### src/hdl/runtime_control_defs.vh
/*
 runtime control register block: offsets, reset value and map constants.
 assumes inclusion by bare name from the design file.
*/
`ifndef RUNTIME_CONTROL_DEFS_VH
`define RUNTIME_CONTROL_DEFS_VH
`define OFS_B_PIN_IN      8'h01
`define OFS_B_PIN_OUT     8'h05
`define OFS_B_DIR         8'h07
`define OFS_B_DRIVE       8'h09
`define OFS_B_IN_CELL     8'h0B
`define OFS_B_OE_STATE    8'h0D
`define OFS_C_PIN_IN      8'h10
`define OFS_D_PIN_IN      8'h11
`define OFS_C_PIN_OUT     8'h12
`define OFS_D_PIN_OUT     8'h13
`define OFS_C_DIR         8'h14
`define OFS_D_DIR         8'h15
`define OFS_C_DRIVE       8'h16
`define OFS_D_DRIVE       8'h17
`define OFS_C_IN_CELL     8'h18
`define OFS_C_OE_STATE    8'h1A
`define OFS_D_OE_STATE    8'h1B
`define OFS_CELL_FIRST    8'h20
`define OFS_CELL_SECOND   8'h21
`define OFS_MASK_FIRST    8'h22
`define OFS_MASK_SECOND   8'h23
`define OFS_PWR_FIRST     8'hB0
`define OFS_PWR_SECOND    8'hB4
`define OFS_MAIN_PROTECT  8'hC0
`define OFS_SEC_PROTECT   8'hC2
`define OFS_TEST_PORT_EN  8'hC7
`define OFS_PAGE          8'hE0
`define REG_RESET         8'h00
`define WINDOW_BASE       20'h02000
`define MAIN_BASE         20'h10000
`define MAIN_SECTOR_SIZE  20'h08000
`define SEC_BASE          20'h50000
`define SEC_SECTOR_SIZE   20'h02000
`endif

### src/hdl/runtime_control_register_block.v
/*
 runtime control register block: byte registers in a 256-location window
 reached by the host i/o strobe, plus flash sector select decode.
 assumes a synchronous host bus on clk_sys and external pins and
 protection status arriving asynchronously.
*/
`timescale 1ns/1ps
`include "runtime_control_defs.vh"
module runtime_control_register_block #(
    parameter ADDR_W     = 20,
    parameter MAIN_COUNT = 8,
    parameter SEC_COUNT  = 4
) (
    input  wire                  clk_sys,
    input  wire                  rst_n,
    input  wire [ADDR_W-1:0]     hostAddr,
    input  wire                  ioStrobe_n,
    input  wire                  bootStrobe_n,
    input  wire                  hostWrite,
    input  wire                  hostRead,
    input  wire [15:0]           hostWrData,
    output reg  [15:0]           hostRdData,
    input  wire [7:0]            portBIn,
    input  wire [7:0]            portCIn,
    input  wire [7:0]            portDIn,
    input  wire [7:0]            inputCellB,
    input  wire [7:0]            inputCellC,
    input  wire [7:0]            mainProtectIn,
    input  wire [7:0]            secProtectIn,
    output reg  [7:0]            portBOut,
    output reg  [7:0]            portCOut,
    output reg  [7:0]            portDOut,
    output reg  [7:0]            portBOe,
    output reg  [7:0]            portCOe,
    output reg  [7:0]            portDOe,
    output reg  [7:0]            portBDrive,
    output reg  [7:0]            portCDrive,
    output reg  [7:0]            portDDrive,
    output reg  [7:0]            outputCellFirst,
    output reg  [7:0]            outputCellSecond,
    output reg  [7:0]            powerFirst,
    output reg  [7:0]            powerSecond,
    output reg  [7:0]            testPortEnable,
    output reg  [7:0]            memoryPage,
    output reg  [MAIN_COUNT-1:0] mainSectorSelects,
    output reg  [SEC_COUNT-1:0]  secondarySectorSelects
);

    // storage registers
    reg [7:0] pinOutB;
    reg [7:0] pinOutC;
    reg [7:0] pinOutD;
    reg [7:0] dirB;
    reg [7:0] dirC;
    reg [7:0] dirD;
    reg [7:0] driveB;
    reg [7:0] driveC;
    reg [7:0] driveD;
    reg [7:0] cellFirst;
    reg [7:0] cellSecond;
    reg [7:0] maskFirst;
    reg [7:0] maskSecond;
    reg [7:0] pwrFirst;
    reg [7:0] pwrSecond;
    reg [7:0] testEn;
    reg [7:0] page;
    // two-stage synchronisers for outside inputs
    reg [55:0] syncA;
    reg [55:0] syncB;
    wire [7:0] liveB     = syncB[7:0];
    wire [7:0] liveC     = syncB[15:8];
    wire [7:0] liveD     = syncB[23:16];
    wire [7:0] cellInB   = syncB[31:24];
    wire [7:0] cellInC   = syncB[39:32];
    wire [7:0] mainProt  = syncB[47:40];
    wire [7:0] secProt   = syncB[55:48];

    // window hit: strobe qualified and base matches upper bits
    localparam [ADDR_W-1:0] WIN_BASE = `WINDOW_BASE;
    wire       inWindow = !ioStrobe_n &&
                          (hostAddr[ADDR_W-1:8] == WIN_BASE[ADDR_W-1:8]);
    wire [7:0] offset   = hostAddr[7:0];
    wire       doWrite  = inWindow && hostWrite;
    wire [7:0] wrByte   = hostWrData[7:0];

    reg  [7:0] next_rdByte;

    // masked cell merge: mask bit 1 keeps old value
    function [7:0] maskMerge;
        input [7:0] oldVal;
        input [7:0] newVal;
        input [7:0] mask;
        begin
            maskMerge = (oldVal & mask) | (newVal & ~mask);
        end
    endfunction

    // sector range check
    function inRange;
        input [ADDR_W-1:0] addr;
        input [ADDR_W-1:0] base;
        input [ADDR_W-1:0] size;
        begin
            inRange = (addr >= base) && (addr < base + size);
        end
    endfunction

    // synchroniser chain
    always @(posedge clk_sys or negedge rst_n) begin
        if (!rst_n) begin
            syncA <= {7{`REG_RESET}};
            syncB <= {7{`REG_RESET}};
        end else begin
            syncA <= {secProtectIn, mainProtectIn, inputCellC, inputCellB,
                      portDIn, portCIn, portBIn};
            syncB <= syncA;
        end
    end

    // register writes; read-only and unused offsets ignored
    always @(posedge clk_sys or negedge rst_n) begin
        if (!rst_n) begin
            pinOutB    <= `REG_RESET;
            pinOutC    <= `REG_RESET;
            pinOutD    <= `REG_RESET;
            dirB       <= `REG_RESET;
            dirC       <= `REG_RESET;
            dirD       <= `REG_RESET;
            driveB     <= `REG_RESET;
            driveC     <= `REG_RESET;
            driveD     <= `REG_RESET;
            cellFirst  <= `REG_RESET;
            cellSecond <= `REG_RESET;
            maskFirst  <= `REG_RESET;
            maskSecond <= `REG_RESET;
            pwrFirst   <= `REG_RESET;
            pwrSecond  <= `REG_RESET;
            testEn     <= `REG_RESET;
            page       <= `REG_RESET;
        end else if (doWrite) begin
            case (offset)
                `OFS_B_PIN_OUT:    pinOutB <= wrByte;
                `OFS_C_PIN_OUT:    pinOutC <= wrByte;
                `OFS_D_PIN_OUT:    pinOutD <= wrByte;
                `OFS_B_DIR:        dirB <= wrByte;
                `OFS_C_DIR:        dirC <= wrByte;
                `OFS_D_DIR:        dirD <= wrByte;
                `OFS_B_DRIVE:      driveB <= wrByte;
                `OFS_C_DRIVE:      driveC <= wrByte;
                `OFS_D_DRIVE:      driveD <= wrByte;
                `OFS_CELL_FIRST:   cellFirst <= maskMerge(cellFirst, wrByte, maskFirst);
                `OFS_CELL_SECOND:  cellSecond <= maskMerge(cellSecond, wrByte, maskSecond);
                `OFS_MASK_FIRST:   maskFirst <= wrByte;
                `OFS_MASK_SECOND:  maskSecond <= wrByte;
                `OFS_PWR_FIRST:    pwrFirst <= wrByte;
                `OFS_PWR_SECOND:   pwrSecond <= wrByte;
                `OFS_TEST_PORT_EN: testEn <= wrByte;
                `OFS_PAGE:         page <= wrByte;
                default:           page <= page;
            endcase
        end
    end

    // read mux; unmapped offsets read zero
    always @* begin
        next_rdByte = 8'h00;
        case (offset)
            `OFS_B_PIN_IN:     next_rdByte = liveB;
            `OFS_C_PIN_IN:     next_rdByte = liveC;
            `OFS_D_PIN_IN:     next_rdByte = liveD;
            `OFS_B_PIN_OUT:    next_rdByte = pinOutB;
            `OFS_C_PIN_OUT:    next_rdByte = pinOutC;
            `OFS_D_PIN_OUT:    next_rdByte = pinOutD;
            `OFS_B_DIR:        next_rdByte = dirB;
            `OFS_C_DIR:        next_rdByte = dirC;
            `OFS_D_DIR:        next_rdByte = dirD;
            `OFS_B_DRIVE:      next_rdByte = driveB;
            `OFS_C_DRIVE:      next_rdByte = driveC;
            `OFS_D_DRIVE:      next_rdByte = driveD;
            `OFS_B_IN_CELL:    next_rdByte = cellInB;
            `OFS_C_IN_CELL:    next_rdByte = cellInC;
            `OFS_B_OE_STATE:   next_rdByte = dirB;
            `OFS_C_OE_STATE:   next_rdByte = dirC;
            `OFS_D_OE_STATE:   next_rdByte = dirD;
            `OFS_CELL_FIRST:   next_rdByte = cellFirst & ~maskFirst;
            `OFS_CELL_SECOND:  next_rdByte = cellSecond & ~maskSecond;
            `OFS_MASK_FIRST:   next_rdByte = maskFirst;
            `OFS_MASK_SECOND:  next_rdByte = maskSecond;
            `OFS_PWR_FIRST:    next_rdByte = pwrFirst;
            `OFS_PWR_SECOND:   next_rdByte = pwrSecond;
            `OFS_MAIN_PROTECT: next_rdByte = mainProt;
            `OFS_SEC_PROTECT:  next_rdByte = secProt;
            `OFS_TEST_PORT_EN: next_rdByte = testEn;
            `OFS_PAGE:         next_rdByte = page;
            default:           next_rdByte = 8'h00;
        endcase
    end

    // registered read data and mirrored outputs
    always @(posedge clk_sys or negedge rst_n) begin
        if (!rst_n) begin
            hostRdData       <= {2{`REG_RESET}};
            portBOut         <= `REG_RESET;
            portCOut         <= `REG_RESET;
            portDOut         <= `REG_RESET;
            portBOe          <= `REG_RESET;
            portCOe          <= `REG_RESET;
            portDOe          <= `REG_RESET;
            portBDrive       <= `REG_RESET;
            portCDrive       <= `REG_RESET;
            portDDrive       <= `REG_RESET;
            outputCellFirst  <= `REG_RESET;
            outputCellSecond <= `REG_RESET;
            powerFirst       <= `REG_RESET;
            powerSecond      <= `REG_RESET;
            testPortEnable   <= `REG_RESET;
            memoryPage       <= `REG_RESET;
        end else begin
            if (inWindow && hostRead) begin
                hostRdData <= {8'h00, next_rdByte};
            end
            portBOut         <= pinOutB;
            portCOut         <= pinOutC;
            portDOut         <= pinOutD;
            portBOe          <= dirB;
            portCOe          <= dirC;
            portDOe          <= dirD;
            portBDrive       <= driveB;
            portCDrive       <= driveC;
            portDDrive       <= driveD;
            outputCellFirst  <= cellFirst;
            outputCellSecond <= cellSecond;
            powerFirst       <= pwrFirst;
            powerSecond      <= pwrSecond;
            testPortEnable   <= testEn;
            memoryPage       <= page;
        end
    end

    // flash sector selects from boot strobe and address range
    integer i;
    always @(posedge clk_sys or negedge rst_n) begin
        if (!rst_n) begin
            mainSectorSelects      <= {MAIN_COUNT{1'b0}};
            secondarySectorSelects <= {SEC_COUNT{1'b0}};
        end else begin
            for (i = 0; i < MAIN_COUNT; i = i + 1) begin
                mainSectorSelects[i] <= !bootStrobe_n &&
                    inRange(hostAddr, `MAIN_BASE + i[ADDR_W-1:0] * `MAIN_SECTOR_SIZE,
                            `MAIN_SECTOR_SIZE);
            end
            for (i = 0; i < SEC_COUNT; i = i + 1) begin
                secondarySectorSelects[i] <= !bootStrobe_n &&
                    inRange(hostAddr, `SEC_BASE + i[ADDR_W-1:0] * `SEC_SECTOR_SIZE,
                            `SEC_SECTOR_SIZE);
            end
        end
    end

endmodule // runtime_control_register_block

### config.mk
export PLATFORM = sky130hd
export DESIGN_NAME = runtime_control_register_block
export DESIGN_NICKNAME = d
export VERILOG_FILES = /design/src/hdl/runtime_control_register_block.v
export VERILOG_INCLUDE_DIRS = /design/src /design/src/hdl
export SDC_FILE = /design/constraint.sdc
export NUM_CORES = 1
export LEC_CHECK = 0
export ABC_AREA = 1
export BUFFER_PORTS_ARGS = -buffer_cell sky130_fd_sc_hd__buf_4
export CORE_ASPECT_RATIO = 1.75
export CORE_MARGIN = 10
export CORE_UTILIZATION = 52
export DETAILED_ROUTE_END_ITERATION = 7
export PLACE_DENSITY = 0.79
export SKIP_CTS_REPAIR_TIMING = 1
export SYNTH_ARGS = -nofsm -noshare
export SYNTH_HDL_FRONTEND = slang
export SYNTH_SLANG_ARGS = --single-unit
### constraint.sdc
create_clock -name clk_sys -period 1.7 [get_ports clk_sys]
set_input_delay 0.34 -clock clk_sys [delete_from_list [all_inputs] [get_ports clk_sys]]
set_output_delay 0.34 -clock clk_sys [all_outputs]
set_load 0.02 [all_outputs]
== Yosys cells after proc, flatten, opt, wreduce, memory -nomap -nowiden ==
Index checks and enable logic that the tools add are counted.

* Equality and inequality tests: 28
* Order comparisons: 24
* Reductions and logical operators: 49
* Bitwise gates (word level): 10
* Muxes and demuxes: 1

{| class="wikitable"
|+ Operators with widths
! operator !! count
|-
| case mux 8 bit (24 select lines) || 1
|-
| less-than comparator 20 x 19 -> 1 bit, second input constant || 7
|-
| >= comparator 20 x 19 -> 1 bit, second input constant || 6
|-
| == test 8 x 5 -> 1 bit, second input constant || 11
|-
| >= comparator 20 x 18 -> 1 bit, second input constant || 4
|-
| less-than comparator 20 x 18 -> 1 bit, second input constant || 4
|-
| bitwise AND 8 bit || 6
|-
| == test 8 bit, second input constant || 6
|-
| >= comparator 20 x 17 -> 1 bit, second input constant || 2
|-
| AND reduction 2 bit || 17
|-
| == test 8 x 6 -> 1 bit, second input constant || 4
|-
| logical AND 1 bit || 27
|-
| == test 8 x 4 -> 1 bit, second input constant || 3
|-
| less-than comparator 20 x 17 -> 1 bit, second input constant || 1
|-
| == test 8 x 3 -> 1 bit, second input constant || 2
|-
| NOT 8 bit || 2
|-
| bitwise OR 8 bit || 2
|-
| == test 12 x 6 -> 1 bit, second input constant || 1
|-
| == test 8 x 1 -> 1 bit, second input constant || 1
|-
| OR reduction 2 bit || 3
|-
| logical NOT 1 bit || 2
|}

* Logic and storage cells: 149
* Bits in registers: 388
* Bits of input ports: 98

== Depth between registers and ports, before layout ==
* Depth in word-level cells: 4
* Gate-level depth with buffers: 12

== Least setup slack after synthesis ==
OpenSTA, ideal clock, no wires.

* Kind: input port to flip-flop
* Start: input port hostAddr[6]
* End: register dirD[0]
* Path buffers: 2
* Stages: 8
* Data required time: 1.580 ns
* Slack: 0.033 ns
* Arrival: 1.547 ns
* Cell sequence: inv_1 nand2_1 nor2_1 buf_2 nand3_1 buf_2 o21ai_0 inv_1

* Longest elaborated chain between the ends: 2

{| class="wikitable"
|+ RTL lines
! what !! RTL line !! RTL
|-
| from (decl) || runtime_control_register_block.v:16 || <nowiki>input wire [ADDR_W-1:0] hostAddr,</nowiki>
|-
| == test 8 x 5 -> 1 bit || runtime_control_register_block.v:141 || <nowiki>case (offset)</nowiki>
|-
| AND reduction 2 bit (no source line) || n/a ||
|-
| to (signal assigned) || runtime_control_register_block.v:128 || <nowiki>dirD <= `REG_RESET;</nowiki>
|-
| to (signal assigned) || runtime_control_register_block.v:147 || <nowiki>`OFS_D_DIR: dirD <= wrByte;</nowiki>
|-
| to (decl) || runtime_control_register_block.v:55 || <nowiki>reg [7:0] dirD;</nowiki>
|}

Every way passes these cells.
A chain may end at the register's enable or synchronous reset.

== Worst setup path in the final report ==
* Start: input port hostAddr[6]
* End: register dirC[6]

* Longest elaborated chain between the ends: 2

{| class="wikitable"
|+ RTL lines
! what !! RTL line !! RTL
|-
| == test 8 x 5 -> 1 bit || runtime_control_register_block.v:141 ||
|-
| AND reduction 2 bit (no source line) || n/a ||
|-
| to (signal assigned) || runtime_control_register_block.v:127 || <nowiki>dirC <= `REG_RESET;</nowiki>
|-
| to (signal assigned) || runtime_control_register_block.v:146 || <nowiki>`OFS_C_DIR: dirC <= wrByte;</nowiki>
|-
| to (decl) || runtime_control_register_block.v:54 || <nowiki>reg [7:0] dirC;</nowiki>
|}

Every way passes these cells.

==> results.sh <==
export IMPL_drv_slew=0
export IMPL_die_x_um=146
export IMPL_synthSimpleGateAreaFrac=0.201
export IMPL_vias=11700
export IMPL_rr_startpoint="driveC[7]"
export IMPL_required_ns=2.12
export IMPL_clkTransAtPathRegs_ns=0.07
export IMPL_grt_pass1_vias=11700
export IMPL_core_rowCount=80
export IMPL_cp_start_kind="primary input"
export IMPL_tns_ns=0
export IMPL_cp_startpoint="hostAddr[6]"
export IMPL_synth_seq_cells=388
export IMPL_dpl_cell_count=2166
export IMPL_yosys_area_top_type="dfrtp_1"
export IMPL_synth_cell_types=23
export IMPL_p_clk_frac=0.442
export IMPL_start_util=0.527
export IMPL_diodes=0
export IMPL_ys_warn_count=0
export IMPL_grt_pass1_wl_um=67400
export IMPL_synth_top_family_by_area="simple AND/OR/NAND/NOR gates"
export IMPL_synthTopCellsByArea="dfrtp_1 (68%), nand2_1 (9.8%), nand3_1 (5.6%), inv_1 (5.4%), o21ai_0 (4.3%)"
export IMPL_tritoncts="built"
export IMPL_yosysTopAreaCellShare=0.677
export IMPL_maxCapViolCount=0
export IMPL_grtUsageMet2=0.473
export IMPL_placedInstanceArea_um2=17500
export IMPL_path_class="in -> reg"
export IMPL_cts_htree_levels=2
export IMPL_period_needed_ns=1.59
export IMPL_core_um2=27200
export IMPL_groute_usage_overall=0.253
export IMPL_p_switching_mw=4.09
export IMPL_cellPowerDensity_nw_per_um2=966
export IMPL_postRouteAntennaNets=0
export IMPL_rr_worst_depth=8
export IMPL_crit_end="dirC[6]"
export IMPL_area_growth_pct=34.7
export IMPL_gp_congestion=1.01
export IMPL_finalCritPeriodShare=0.938
export IMPL_hold_class="in -> reg"
export IMPL_synthXorXnorAreaFrac=0
export IMPL_setup_viol=0
export IMPL_tightest_slew_ns=0.729
export IMPL_switching_share=0.219
export IMPL_avgSynthCellArea_um2=9.69
export IMPL_grt_overflow_total=0
export IMPL_met3_usage=0.0395
export IMPL_netlist_instances=1481
export IMPL_cts_buffer_depth=3
export IMPL_fmax_mhz=627
export IMPL_cts_sinks=388
export IMPL_reg2reg_slack_ns=0.38
export IMPL_power_internal_mw=14.6
export IMPL_cp_arrival_ns=2.01
export IMPL_synth_fa_ha_area_frac=0
export IMPL_largestRegisters="syncA x56, syncB x56"
export IMPL_insertion_delay_ns=0.53
export IMPL_run_status="finished, final reports clean"
export IMPL_place_detailed_hpwl_um=33800
export IMPL_drt_wl_total_um=45900
export IMPL_fin_ws_ns=0.105
export IMPL_clock_root_buffer="clkbuf_16"
export IMPL_synth_mux_area_fraction=0
export IMPL_use_met1=0.259
export IMPL_fin_area_um2=19300
export IMPL_final_nets=1988
export IMPL_syn_area_um2=14300
export IMPL_final_cells=2283
export IMPL_die_h_um=240
export IMPL_power_leakage_nw=9.72
export IMPL_grt_max_degree=84
export IMPL_rsz0062_at_grt="no"
export IMPL_cts_inserted_buffers=34
export IMPL_antenna_found_initial=0
export IMPL_relSlewSlack=0.512
export IMPL_whs_ns=0.0631
export IMPL_cp_max_fo=27
export IMPL_viasPerCell=5.11
export IMPL_dpl_worst_slack_ns=-0.392
export IMPL_busiest_layer="met2"
export IMPL_drive_gt1_frac=0.222
export IMPL_synth_compound_area_frac=0.0498
export IMPL_drc=0
export IMPL_peakVddDrop_mv=1.02
export IMPL_io_buffers=229
export IMPL_r2r_end="hostRdData[7]"
export IMPL_drt_pass1_iterations=5
export IMPL_setup_worst_path_end_class="flop"
export IMPL_die_area_um2=34900
export IMPL_total_power_mw=18.7
export IMPL_drt_iter0_drc=1040
export IMPL_p_comb_frac=0.053
export IMPL_top_level_ports=246
export IMPL_finalHoldViolCount=0
export IMPL_clock_skew_ns=0.0216
export IMPL_final_util=0.710
export IMPL_yosysSeqAreaShare=0.677
export IMPL_p_seq_frac=0.505
export IMPL_wl_per_cell_um=20.1
-- layout make-up --
type / instances / area (µm²)
Clock inverter: 17 / 238
Fill cell: 2042 / 7910
Inverter: 211 / 795
Timing Repair Buffer: 412 / 3520
Clock buffer: 43 / 956
Sequential cell: 388 / 9710
Tap cell: 369 / 462
Multi-Input combinational cell: 843 / 3640
-- layout by cell type (no fill, tap or decap) --
cell type      netlist  routed
buf_4                8     332
nor3_1               7       7
inv_1              208     208
inv_2                3       2
inv_6                0       3
buf_12               0      22
clkinv_2             0       4
a31oi_1              1       1
nor2_2               4       4
clkbuf_8             0       5
nand2_1            375     375
a21oi_1              2       2
nand4_2              1       1
nand3_2              0       1
nand3_1            160     159
nor2_1             129     128
nor2_4               1       2
nor3_4               1       1
o211ai_1             1       1
nand4_1             11      11
o21ai_1             14      14
dlygate4sd3_1        0      57
clkbuf_1             7       3
dfrtp_1            388     388
conb_1               1       8
clkbuf_16            0      35
inv_4                0       1
buf_8                0       1
o21ai_0            124     124
clkinv_4             0       3
clkinvlp_4           0       2
bufinv_16            0       5
nor4_1               4       4
-- synth_stat cells --
| cell type | count |
|---|---|
| nor2_1 | 129 |
| buf_4 | 8 |
| buf_1 | 2 |
| o211ai_1 | 1 |
| nand4_2 | 1 |
| o21ai_1 | 14 |
| nand3_1 | 160 |
| a31oi_1 | 1 |
| nor3_1 | 7 |
| nor3_4 | 1 |
| conb_1 | 1 |
| clkbuf_1 | 7 |
| nand4_1 | 11 |
| nor2_4 | 1 |
| nor2_2 | 4 |
| a21oi_1 | 2 |
| inv_2 | 3 |
| dfrtp_1 | 388 |
| nand2_1 | 375 |
| inv_1 | 208 |
| nor4_1 | 4 |
| o21ai_0 | 124 |
| buf_2 | 29 |
-- worst max-delay path, stage by stage --
cell     delay, ns
buf_4         0.13
inv_1         0.07
buf_4         0.11
nand2_1       0.15
nor2_4        0.17
buf_12        0.19
buf_4         0.17
nand3_1       0.18
buf_4         0.25
o21ai_1       0.18
inv_1         0.06
-- layer usage --
metal	routed length, µm	part of all wire
met5	0	0
met2	24900	0.54
met1	15400	0.34
met4	3030	0.066
met3	2550	0.056
-- worst min-delay path by stage --
stage               depth (start not counted)  slack (ns)                    to         start
finish                                      2        0.06  mainSectorSelects[3]  bootStrobe_n
global route                                2        0.07  mainSectorSelects[3]  bootStrobe_n
CTS                                         1       -0.31            portCOe[4]         rst_n
detailed placement                          1        0.25            portCOe[4]         rst_n
global placement                            1        0.25            portCOe[4]         rst_n
floorplan                                   0        0.04             async pin         rst_n
-- cell families after synthesis --
| logic type | Yosys count |
|---|---|
| AO/OA/AOI/OAI | 142 |
| buffers and inverters | 257 |
| flip-flops | 388 |
| other | 1 |
| AND/OR/NAND/NOR | 693 |
-- power groups by stage --
stage / logic (mW) / registers, mW / clock network [mW]
global placement: 0.858 / 9.59 / 0
detailed placement: 0.869 / 9.60 / 0
finish: 0.987 / 9.42 / 8.26
CTS: 0.874 / 9.42 / 8.33
floorplan: 0.195 / 9.58 / 0
global route: 1.07 / 9.43 / 8.73
No activity file was read; power rests on OpenSTA's default activity.
